`src/disp_scan_pkg.sv`:
```
package disp_scan_pkg;

  // ***************************************************************
  // clock and internal scan rate
  // ***************************************************************
  localparam int CLK_HZ        = 10_000_000;
  localparam int INT_CLK_HZ    = 100_000;
  localparam int PRESCALE_DEF  = CLK_HZ / INT_CLK_HZ;
  localparam int INT_PERIOD_NS = 1_000_000_000 / INT_CLK_HZ;

  // ***************************************************************
  // scan times, in microseconds and in internal ticks
  // ***************************************************************
  localparam int SINGLE_KEY_US = 80;
  localparam int BLANK_US      = 150;
  localparam int DIGIT_US      = 490;
  localparam int KEY_TICKS     = SINGLE_KEY_US * 1000 / INT_PERIOD_NS;
  localparam int BLANK_TICKS   = (BLANK_US * 1000 + INT_PERIOD_NS - 1) / INT_PERIOD_NS;
  localparam int DIGIT_TICKS   = DIGIT_US * 1000 / INT_PERIOD_NS;
  localparam int SLOT_TICKS    = BLANK_TICKS + DIGIT_TICKS;
  localparam int SCAN_LINES    = 8;

  // ***************************************************************
  // widths, reset values and command layout
  // ***************************************************************
  localparam int DEPTH      = 16;
  localparam int AW         = 4;
  localparam int DW         = 8;
  localparam logic [10:0] BUS_IDLE   = 11'h500;
  localparam logic [1:0]  MODE_RESET = 2'h0;
  localparam logic [3:0]  MASK_16    = 4'hF;
  localparam logic [3:0]  MASK_8     = 4'h7;
  localparam logic [2:0]  OP_MODE_SET   = 3'h0;
  localparam logic [2:0]  OP_WRITE_DISP = 3'h4;
  localparam int          OP_LSB        = 5;
  localparam int          AI_BIT        = 4;
  localparam int          RIGHT_BIT     = 4;
  localparam int          SIXTEEN_BIT   = 3;
  localparam int          CS_BIT        = 10;
  localparam int          A0_BIT        = 9;
  localparam int          WR_BIT        = 8;
  localparam logic [7:0]  CMD_NEXT_AT_5 = 8'h95;
  localparam logic [3:0]  ADDR_5        = 4'h5;

endpackage

```
`src/right_entry_display_scan.sv`:
```
`timescale 1ns/1ps
module right_entry_display_scan
  import disp_scan_pkg::*;
#(
  parameter int prescale = PRESCALE_DEF
) (
  input  wire logic       clk,
  input  wire logic       rstn,
  input  wire logic       cs_n,
  input  wire logic       a0,
  input  wire logic       wr_n,
  input  wire logic [7:0] data_in,
  output logic      [3:0] scan_timing_outputs,
  output logic      [3:0] display_nibble_a,
  output logic      [3:0] display_nibble_b,
  output logic            blank_display_n,
  output logic            key_strobe,
  output logic            key_scan_done,
  output logic            debounce_done
);

  // ***************************************************************
  // reset release and pin synchronisers
  // ***************************************************************
  logic        rst_meta;
  logic        rst_n_s;
  logic [10:0] bus_meta;
  logic [10:0] bus_s;
  logic [10:0] bus_q;

  always_ff @(posedge clk or negedge rstn) begin
    if (!rstn) begin
      rst_meta <= 1'b0;
      rst_n_s  <= 1'b0;
    end else begin
      rst_meta <= 1'b1;
      rst_n_s  <= rst_meta;
    end
  end

  always_ff @(posedge clk or negedge rst_n_s) begin
    if (!rst_n_s) begin
      bus_meta <= BUS_IDLE;
      bus_s    <= BUS_IDLE;
      bus_q    <= BUS_IDLE;
    end else begin
      bus_meta <= {cs_n, a0, wr_n, data_in};
      bus_s    <= bus_meta;
      bus_q    <= bus_s;
    end
  end

  // ***************************************************************
  // host write decode
  // ***************************************************************
  wire       wr_rise  = bus_s[WR_BIT] & ~bus_q[WR_BIT];
  wire       taken    = wr_rise & ~bus_q[CS_BIT];
  wire [7:0] host_byte = bus_q[7:0];
  wire [2:0] op       = host_byte[7:OP_LSB];
  wire       cmd_wr   = taken & bus_q[A0_BIT];
  wire       data_wr  = taken & ~bus_q[A0_BIT];
  wire       mode_set = cmd_wr && (op == OP_MODE_SET);
  wire       addr_set = cmd_wr && (op == OP_WRITE_DISP);

  logic          right_mode;
  logic          sixteen;
  logic          auto_increment_flag;
  logic [AW-1:0] wr_addr;
  logic [AW-1:0] entries;

  wire [AW-1:0] mask     = sixteen ? MASK_16 : MASK_8;
  wire [AW-1:0] ram_addr = wr_addr & mask;

  wire [AW-1:0] next_wr_addr =
    mode_set ? '0 :
    addr_set ? host_byte[AW-1:0] & mask :
    (data_wr && auto_increment_flag) ? (wr_addr + 4'h1) & mask : wr_addr;

  wire [AW-1:0] next_entries =
    mode_set ? '0 :
    (data_wr && right_mode) ? (entries + 4'h1) & mask : entries;

  always_ff @(posedge clk or negedge rst_n_s) begin
    if (!rst_n_s) begin
      right_mode          <= MODE_RESET[1];
      sixteen             <= MODE_RESET[0];
      auto_increment_flag <= 1'b0;
      wr_addr             <= '0;
      entries             <= '0;
    end else begin
      if (mode_set) begin
        right_mode <= host_byte[RIGHT_BIT];
        sixteen    <= host_byte[SIXTEEN_BIT];
      end
      if (addr_set) begin
        auto_increment_flag <= host_byte[AI_BIT];
      end
      wr_addr <= next_wr_addr;
      entries <= next_entries;
    end
  end

  // ***************************************************************
  // prescaler and scan counters
  // ***************************************************************
  logic [15:0] pre;
  logic [5:0]  slot_cnt;
  logic [3:0]  scan;
  logic        half;

  wire tick      = (pre == 16'(prescale - 1));
  wire slot_end  = tick && (slot_cnt == 6'(SLOT_TICKS - 1));
  wire line_wrap = slot_end && (scan[2:0] == 3'(SCAN_LINES - 1));
  wire blank_next = (slot_cnt < 6'(BLANK_TICKS));

  always_ff @(posedge clk or negedge rst_n_s) begin
    if (!rst_n_s) begin
      pre      <= '0;
      slot_cnt <= '0;
      scan     <= '0;
      half     <= 1'b0;
    end else begin
      pre <= tick ? '0 : pre + 16'h1;
      if (tick) begin
        slot_cnt <= slot_end ? '0 : slot_cnt + 6'h1;
      end
      if (slot_end) begin
        scan <= scan + 4'h1;
      end
      if (line_wrap) begin
        half <= ~half;
      end
    end
  end

  // ***************************************************************
  // display memory and position mapping
  // ***************************************************************
  logic [DW-1:0] rd_data;

  wire [AW-1:0] pos     = scan & mask;
  wire [AW-1:0] rd_addr = right_mode ? (entries - 4'h1 - pos) & mask : pos;

  disp_ram u_ram (
    .clk     (clk),
    .rst_n   (rst_n_s),
    .we      (data_wr),
    .wr_addr (ram_addr),
    .wr_data (host_byte),
    .rd_addr (rd_addr),
    .rd_data (rd_data)
  );

  // ***************************************************************
  // registered outputs
  // ***************************************************************
  always_ff @(posedge clk or negedge rst_n_s) begin
    if (!rst_n_s) begin
      scan_timing_outputs <= '0;
      display_nibble_a    <= '0;
      display_nibble_b    <= '0;
      blank_display_n     <= 1'b0;
      key_strobe          <= 1'b0;
      key_scan_done       <= 1'b0;
      debounce_done       <= 1'b0;
    end else begin
      scan_timing_outputs <= scan;
      display_nibble_a    <= blank_next ? 4'h0 : rd_data[7:4];
      display_nibble_b    <= blank_next ? 4'h0 : rd_data[3:0];
      blank_display_n     <= ~blank_next;
      key_strobe          <= tick && (slot_cnt[2:0] == 3'(KEY_TICKS - 1));
      key_scan_done       <= line_wrap;
      debounce_done       <= line_wrap && half;
    end
  end

  // ***************************************************************
  // checks
  // ***************************************************************
  localparam int KEY_CYC   = KEY_TICKS * prescale;
  localparam int BLANK_CYC = BLANK_TICKS * prescale;
  localparam int LIT_CYC   = DIGIT_TICKS * prescale;

  logic [19:0] gap;
  logic [19:0] run;
  logic        strobe_seen;
  logic        run_valid;
  logic [1:0]  scans;
  logic        deb_seen;

  always_ff @(posedge clk or negedge rst_n_s) begin
    if (!rst_n_s) begin
      gap         <= '0;
      run         <= '0;
      strobe_seen <= 1'b0;
      run_valid   <= 1'b0;
      scans       <= '0;
      deb_seen    <= 1'b0;
    end else begin
      gap <= key_strobe ? 20'h1 : gap + 20'h1;
      if (key_strobe) begin
        strobe_seen <= 1'b1;
      end
      if (blank_display_n == blank_next) begin
        run       <= 20'h1;
        run_valid <= run_valid | blank_display_n;
      end else begin
        run <= run + 20'h1;
      end
      if (debounce_done) begin
        scans    <= '0;
        deb_seen <= 1'b1;
      end else if (key_scan_done) begin
        scans <= scans + 2'h1;
      end
    end
  end

  a_key_period: assert property (@(posedge clk) disable iff (!rst_n_s)
    key_strobe && strobe_seen |-> gap == 20'(KEY_CYC))
    else $error("key strobe spacing wrong");

  a_scan_line: assert property (@(posedge clk) disable iff (!rst_n_s)
    key_scan_done |-> key_strobe && scan_timing_outputs[2:0] == 3'h7)
    else $error("key scan end not on last line");

  a_debounce_pair: assert property (@(posedge clk) disable iff (!rst_n_s)
    debounce_done && deb_seen |-> key_scan_done && scans == 2'h1)
    else $error("debounce not two key scans");

  a_blank_len: assert property (@(posedge clk) disable iff (!rst_n_s)
    $rose(blank_display_n) && run_valid |-> $past(run) == 20'(BLANK_CYC))
    else $error("blank interval length wrong");

  a_digit_len: assert property (@(posedge clk) disable iff (!rst_n_s)
    $fell(blank_display_n) |-> $past(run) == 20'(LIT_CYC))
    else $error("lit digit length wrong");

  a_blank_both: assert property (@(posedge clk) disable iff (!rst_n_s)
    !blank_display_n |-> display_nibble_a == 4'h0 && display_nibble_b == 4'h0)
    else $error("nibbles live while blanked");

  a_nibble_map: assert property (@(posedge clk) disable iff (!rst_n_s)
    blank_display_n |-> {display_nibble_a, display_nibble_b} == $past(rd_data))
    else $error("nibble bit order wrong");

  a_cmd_addr: assert property (@(posedge clk) disable iff (!rst_n_s)
    cmd_wr && host_byte == CMD_NEXT_AT_5 |=> wr_addr == (ADDR_5 & mask) && auto_increment_flag)
    else $error("command 95 not taken");

  a_entry_shift: assert property (@(posedge clk) disable iff (!rst_n_s)
    data_wr && right_mode && !mode_set |=> entries == (($past(entries) + 4'h1) & mask))
    else $error("right entry did not shift");

  a_first_clear: assert property (@(posedge clk) disable iff (!rst_n_s)
    mode_set |=> entries == '0 && wr_addr == '0)
    else $error("mode set did not restart entry");

  a_first_entry: assert property (@(posedge clk) disable iff (!rst_n_s)
    right_mode && entries == 4'h1 && pos == 4'h0 |-> rd_addr == '0)
    else $error("first entry not rightmost");

endmodule

```
`src/disp_ram.sv`:
```
`timescale 1ns/1ps
module disp_ram
  import disp_scan_pkg::*;
(
  input  wire logic          clk,
  input  wire logic          rst_n,
  input  wire logic          we,
  input  wire logic [AW-1:0] wr_addr,
  input  wire logic [DW-1:0] wr_data,
  input  wire logic [AW-1:0] rd_addr,
  output logic      [DW-1:0] rd_data
);

  logic [DW-1:0] cells [DEPTH];

  always_ff @(posedge clk or negedge rst_n) begin
    if (!rst_n) begin
      for (int i = 0; i < DEPTH; i++) begin
        cells[i] <= '0;
      end
      rd_data <= '0;
    end else begin
      if (we) begin
        cells[wr_addr] <= wr_data;
      end
      rd_data <= cells[rd_addr];
    end
  end

endmodule

```
`config.mk`:
```
export PLATFORM = sky130hd
export DESIGN_NAME = right_entry_display_scan
export DESIGN_NICKNAME = d
export VERILOG_FILES = /design/src/disp_scan_pkg.sv /design/src/right_entry_display_scan.sv /design/src/disp_ram.sv
export SDC_FILE = /design/constraint.sdc
export NUM_CORES = 1
export LEC_CHECK = 0
export BUFFER_PORTS_ARGS = -buffer_cell sky130_fd_sc_hd__buf_2
export CORE_UTILIZATION = 61
export CTS_BUF_LIST = sky130_fd_sc_hd__clkbuf_16
export CTS_CLUSTER_SIZE = 12
export DETAILED_ROUTE_END_ITERATION = 10
export GPL_TIMING_DRIVEN = 0
export PLACE_DENSITY_LB_ADDON = 0.15
export SYNTH_ARGS = -nofsm -noshare
export SYNTH_HDL_FRONTEND = slang
export SYNTH_SLANG_ARGS = --single-unit
```
`constraint.sdc`:
```
create_clock -name clk -period 14.95 [get_ports clk]
set_input_delay 1.495 -clock clk [delete_from_list [all_inputs] [get_ports clk]]
set_output_delay 1.495 -clock clk [all_outputs]
set_load 0.03 [all_outputs]
```
After elaboration in Yosys (flattened, before gate mapping)
Index checks and enable logic that the tools add are counted.
{ "classes": {"add_sub_neg": 7, "magnitude_cmp": 4, "n_eq_ne": 5, "mux": 17, "bitwise_logic": 17, "reduce_logical": 12} }
{ "op_table": {"columns": ["operator", "count"], "rows": [
  ["$bwmux 128", 1],
  ["$mux 4", 9],
  ["$bmux 8 s4", 1],
  ["$demux 8 s4", 1],
  ["$and 4x4->4", 6],
  ["$mux 8", 3],
  ["$add 16x1->16 const B", 1],
  ["$eq 16x7->1 const B", 1],
  ["$mux 16", 1],
  ["$add 4x1->4 const B", 3],
  ["$ge 5x5->1 const B", 2],
  ["$not 4->5", 2],
  ["$eq 3x3->1 const B", 3],
  ["$logic_and 1x1->1", 9],
  ["$add 6x1->6 const B", 1],
  ["$eq 6x6->1 const B", 1],
  ["$lt 6x4->1 const B", 1],
  ["$mux 6", 1],
  ["$lt 5x1->1 const B", 1],
  ["$not 1->1", 5],
  ["$and 1x1->1", 4],
  ["$sub 4x1->4 const B", 1],
  ["$sub 4x4->4", 1],
  ["$logic_not 3->1", 1],
  ["other kinds (2)", 2]
]} }
{ "totals": {"register_bits": 225, "inputBits": 13, "elab_cells": 100} }

Longest topological paths before layout
{ "depth": {"word_depth": 9, "ltp_mapped": 9, "mapped_depth_nobuf": 8} }

Modules after synthesis
Synthesis repeated with hierarchy kept, for this count alone.
{ "hier_totals": {"cells_unflattened": 635, "hier_area_um2": 9379.0} }
{ "by_module_without_submodules": {"columns": ["module", "instances", "cells_per_inst", "area_per_inst_um2", "seq_area_each_um2"], "rows": [
  ["disp_ram", 1, 370, 6018.3, 3403.3],
  ["right_entry_display_scan", 1, 265, 3360.7, 2234.6]
]} }

Worst setup path after synthesis
No wires, ideal clock.
{ "synth_path": {"path_type": "reg2reg", "from": "register scan[0]", "to": "register u_ram.rd_data[5]", "setup_ps": 147, "t_arrival_ps": 2164, "required_ps": 14803, "setup_slack_ps": 12639, "stages_incl_launch_ff": 10, "path_buffers": 1, "synth_period_minus_slack_ps": 2311, "cell_sequence": "dfrtp_1 > inv_1 > ha_1 > inv_1 > fa_1 > xnor2_1 > mux2i_2 > buf_4 > mux2i_1 > mux2i_1"} }
{ "synth_via": {"elab_chain_cells": 8} }
{ "synth_rtl": {"columns": ["element", "line", "source"], "rows": [
  ["start: declaration", "right_entry_display_scan.sv:108", "logic [3:0] scan;"],
  ["start signal: assignment", "right_entry_display_scan.sv:128", "scan <= scan + 4'h1;"],
  ["$and 4x4->4 *", "right_entry_display_scan.sv:141", "wire [AW-1:0] pos = scan & mask;"],
  ["$sub 4x4->4", "right_entry_display_scan.sv:142", "wire [AW-1:0] rd_addr = right_mode ? (entries - 4'h1 - pos) & mask : pos;"],
  ["$and 4x4->4", "right_entry_display_scan.sv:142", null],
  ["$mux 4 *", "right_entry_display_scan.sv:142", null],
  ["$not 4->5 (implied by the code) *", "disp_ram.sv:26", "rd_data <= cells[rd_addr];"],
  ["$bmux 8 s4 *", "disp_ram.sv:26", null],
  ["$mux 8 (implied by the code) * (2 in a row)", "disp_ram.sv:26", null],
  ["end signal: assignment", "disp_ram.sv:26", null],
  ["end: declaration", "disp_ram.sv:11", "output logic [DW-1:0] rd_data"]
]} }
Every way passes the cells marked *; elsewhere a longest branch is shown, timed or not. The select of a mux whose other input is x is not followed.
A chain may end at the register's enable or synchronous reset.

Worst setup path after layout
{ "layout_path": {"from": "register scan[0]", "to": "register u_ram.rd_data[2]"} }
Same word-level chain as after synthesis.

==> impl_metrics.csv <==
group,metric,value,unit
floorplan,die_w,127.0,um
detailed_routing,vias_per_cell,5.919,
worst_hold_path,min_path_type,"reg -> reg",
logic_synthesis,synth.distinct_cells,49,
detailed_routing,drt-pass1-iter-count,4,
sta,post-route-period-util,0.2016,
status,status,"finished, final reports clean",
global_routing,grt_pass1_wl,30190,um
clock_tree,cts_buffers,24,
detailed_routing,highest_layer,"met4",
worst_setup_path,worstPathRequired,15.30,ns
clock_tree,cts_tree,"yes",
detailed_routing,vias,5345,
clock_tree,cts_hold_buf,0,
finish,fin_area,10710,sq um
placement,pre_cts_ws,11.88,ns
worst_setup_path,r2r-end,"u_ram.rd_data[2]$_DFF_PN0_",
detailed_routing,postRouteWirelength,18350,um
sta,timing.hold.ws,0.3439,ns
sta,finalMaxSlewViolations,0,
worst_setup_path,critPathCaptureType,"flip-flop",
detailed_routing,wl_per_cell,20.32,um
finish,area_delta_synth_final,12.33,%
worst_setup_path,rr_startpoint,"scan[0]$_DFFE_PN0N_",
clock_tree,cts-resized-gates,0,
logic_synthesis,synth_nets,668,
sta,hold_viol_final,0,
finish,nNetsFinal,725,
job,maxCapViolCount,0,
sta,period_minus_slack,3.013,ns
finish,fillerInstances,1036,
clock_tree,root_buffer,"clkbuf_16",
floorplan,coreArea,15200,sq um
sta,max_freq,331.9,MHz
global_routing,grt_antenna_before_repair,0,
global_routing,gr-total-overflow,0,
clock_tree,worstSkewPairLatency,0.52,ns
finish,final_cell_count_no_fill,903,
sta,finalSetupViolCount,0,
clock_tree,clkSinkCount,225,
logic_synthesis,synth_cells,641,
placement,dpl_cell_area,9985,sq um
placement,place.gp.congestion,0.7899,
worst_setup_path,crit_type,"reg -> reg",
logic_synthesis,synth-seq-area-share,0.5916,
floorplan,die_area,16130,sq um
detailed_routing,wl_met3,724,um
finish,drive_above_1_share,0.3035,
detailed_routing,drc,0,
power,total_power,1.413,mW
worst_setup_path,r2r_slack,11.94,ns
clock_tree,cts.clk_slew.worst_paths,0.06,ns
worst_setup_path,arrival,3.37,ns
clock_tree,post_cts_buffers,0,
placement,port_buffers,28,
placement,hpwl,12240,um
sta,slew_headroom,0.4493,
worst_setup_path,startpoint,"scan[0]$_DFFE_PN0N_",
floorplan,rows,45,
sta,clock_skew,0.02081,ns
global_routing,grt_pass1_vias,5750,
finish,postLayoutCoreUtil,0.7042,
clock_tree,cts_max_path_buffers,3,
power,powerDensity,132.0,nW/um^2
sta,setup_slack,11.94,ns
detailed_routing,routed-wl-met2,9228,um
logic_synthesis,ys_seq_elements,225,
logic_synthesis,yosysWarnings,0,
logic_synthesis,synth_enable_flop_cells,0,
worst_setup_path,cp_max_fo,10,
sta,final.setup.tns,0,ns
detailed_routing,wl_met1,7960,um
global_routing,grt_use_total,0.2460,
logic_synthesis,ys_async_sr_fraction,1.000,
logic_synthesis,ys.flop_type,"dfrtp_1",
clock_tree,htreeDepth,1,
worst_setup_path,start_kind,"flip-flop",
finish,antenna_cells,0,
floorplan,io-pin-count,29,
placement,dp.cells,860,
power,p_leak,5.397,nW
floorplan,start_util,0.6269,
sta,rsz0062_at_grt,"false",
logic_synthesis,avgSynthCellArea,14.87,sq um
floorplan,die_y,127.0,um
logic_synthesis,synth_area,9530,sq um
detailed_routing,drt_iter0_drc,365,
power,ir_drop,0.1164,mV
worst_setup_path,reg2reg_depth,9,
worst_setup_path,cp-endpoint,"u_ram.rd_data[2]$_DFF_PN0_",
detailed_routing,drtAntennaViolNets,0,
sta,worst_pin_slew,0.8197,ns
global_routing,grt_max_degree,78,
-- layout make-up --
cell class	instances	area, sq um	area share
Buffer	25	137.6	0.01286
Clock buffer	25	625.6	0.05844
Clock inverter	18	95.09	0.008883
Inverter	10	37.54	0.003506
Multi-Input combinational cell	381	3717	0.3472
Sequential cell	225	5642	0.5270
Tap cell	188	235.2	0.02197
Timing Repair Buffer	31	215.2	0.02010
-- report_power, final --
part | internal [mW] | total (mW) | switching, mW
Clock | 0.316 | 0.539 | 0.224
Sequential | 0.669 | 0.703 | 0.0339
Combinational | 0.0903 | 0.171 | 0.0805
Total | 1.07 | 1.41 | 0.338
-- cells by family (layout without fill, tap and decap cells) --
kind of cell / Yosys count / in the layout / share of synthesized area
DFF: 225 / 225 / 0.5916
muxes: 177 / 177 / 0.2554
and+or+nand+nor: 126 / 126 / 0.07077
AOI/OAI and AO/OA: 40 / 40 / 0.02324
buffers and inverters: 35 / 109 / 0.01838
xor gates and xnor gates: 23 / 23 / 0.02114
adders and majority gates: 14 / 14 / 0.01917
other: 1 / 1 / 0.0003935
-- synth_stat cells, types with 2 or more instances --
master	instances	share of area
o21ai_0	23	0.012
mux2_2	108	0.13
dfrtp_1	219	0.58
nor3_1	3	0.0016
nand4_1	3	0.0020
nor2_1	15	0.0059
buf_2	8	0.0042
xor2_1	8	0.0074
mux2i_1	27	0.028
nand3_1	14	0.0074
and2_0	5	0.0033
a31oi_1	2	0.0013
mux2i_2	2	0.0029
and4_1	2	0.0018
nor2b_1	8	0.0053
a21oi_1	10	0.0053
ha_1	13	0.017
inv_1	10	0.0039
buf_6	4	0.0047
and2_1	3	0.0020
clkbuf_1	11	0.0043
xnor2_1	15	0.014
mux4_2	6	0.014
nor4b_1	2	0.0018
nand2_2	16	0.011
nand2_1	39	0.015
and3_1	7	0.0046
mux2_1	7	0.0083
mux4_1	26	0.072
dfstp_2	6	0.017
-- metal layers --
metal	vias to the layer above	GRT usage
met2	95	0.4131
li1	2419	-
met3	32	0.03978
met1	2799	0.3333
met4	0	0.07913
met5	-	0
-- sequential cells by signal (all words and copies together), names as in the netlist, 4 cells and up --
name	cells
bus_meta	11
bus_q	11
bus_s	11
display_nibble_a	4
display_nibble_b	4
entries	4
pre	16
scan	4
scan_timing_outputs	4
slot_cnt	6
u_ram.cells	128
u_ram.rd_data	8
wr_addr	4
-- critical path, cell delays in order (launching register included) --
cell and delay (ns):
dfrtp_1 0.45, inv_1 0.10, ha_1 0.20, inv_1 0.07
fa_1 0.40, mux2i_1 0.47, buf_2 0.39, mux4_1 0.43
mux2i_1 0.25, mux2i_1 0.11
-- how the worst min path moves through the flow --
stage | startpoint | endpoint | slack, ns | depth (start not counted)
after floorplan | bus_s[0]$_DFF_PN0_ | bus_q[0]$_DFF_PN0_ | 0.33 | 0
after global placement | bus_meta[9]$_DFF_PN0_ | bus_s[9]$_DFF_PN0_ | 0.33 | 0
after detailed placement | bus_meta[3]$_DFF_PN0_ | bus_s[3]$_DFF_PN0_ | 0.33 | 0
after CTS | bus_meta[3]$_DFF_PN0_ | bus_s[3]$_DFF_PN0_ | 0.35 | 0
after global routing | bus_s[6]$_DFF_PN0_ | bus_q[6]$_DFF_PN0_ | 0.35 | 0
final | bus_meta[9]$_DFF_PN0_ | bus_s[9]$_DFF_PN0_ | 0.34 | 0
-- cell usage in the layout, fill, tap and decap left out, types with 16 or more instances in the layout --
master	instances
dfrtp_1	218
mux2_2	108
nand2_1	39
buf_2	36
mux2i_1	27
mux4_1	26
clkbuf_16	25
o21ai_0	23
inv_1	18
nand2_2	16
Note: power is estimated with default switching activity, not from simulation.
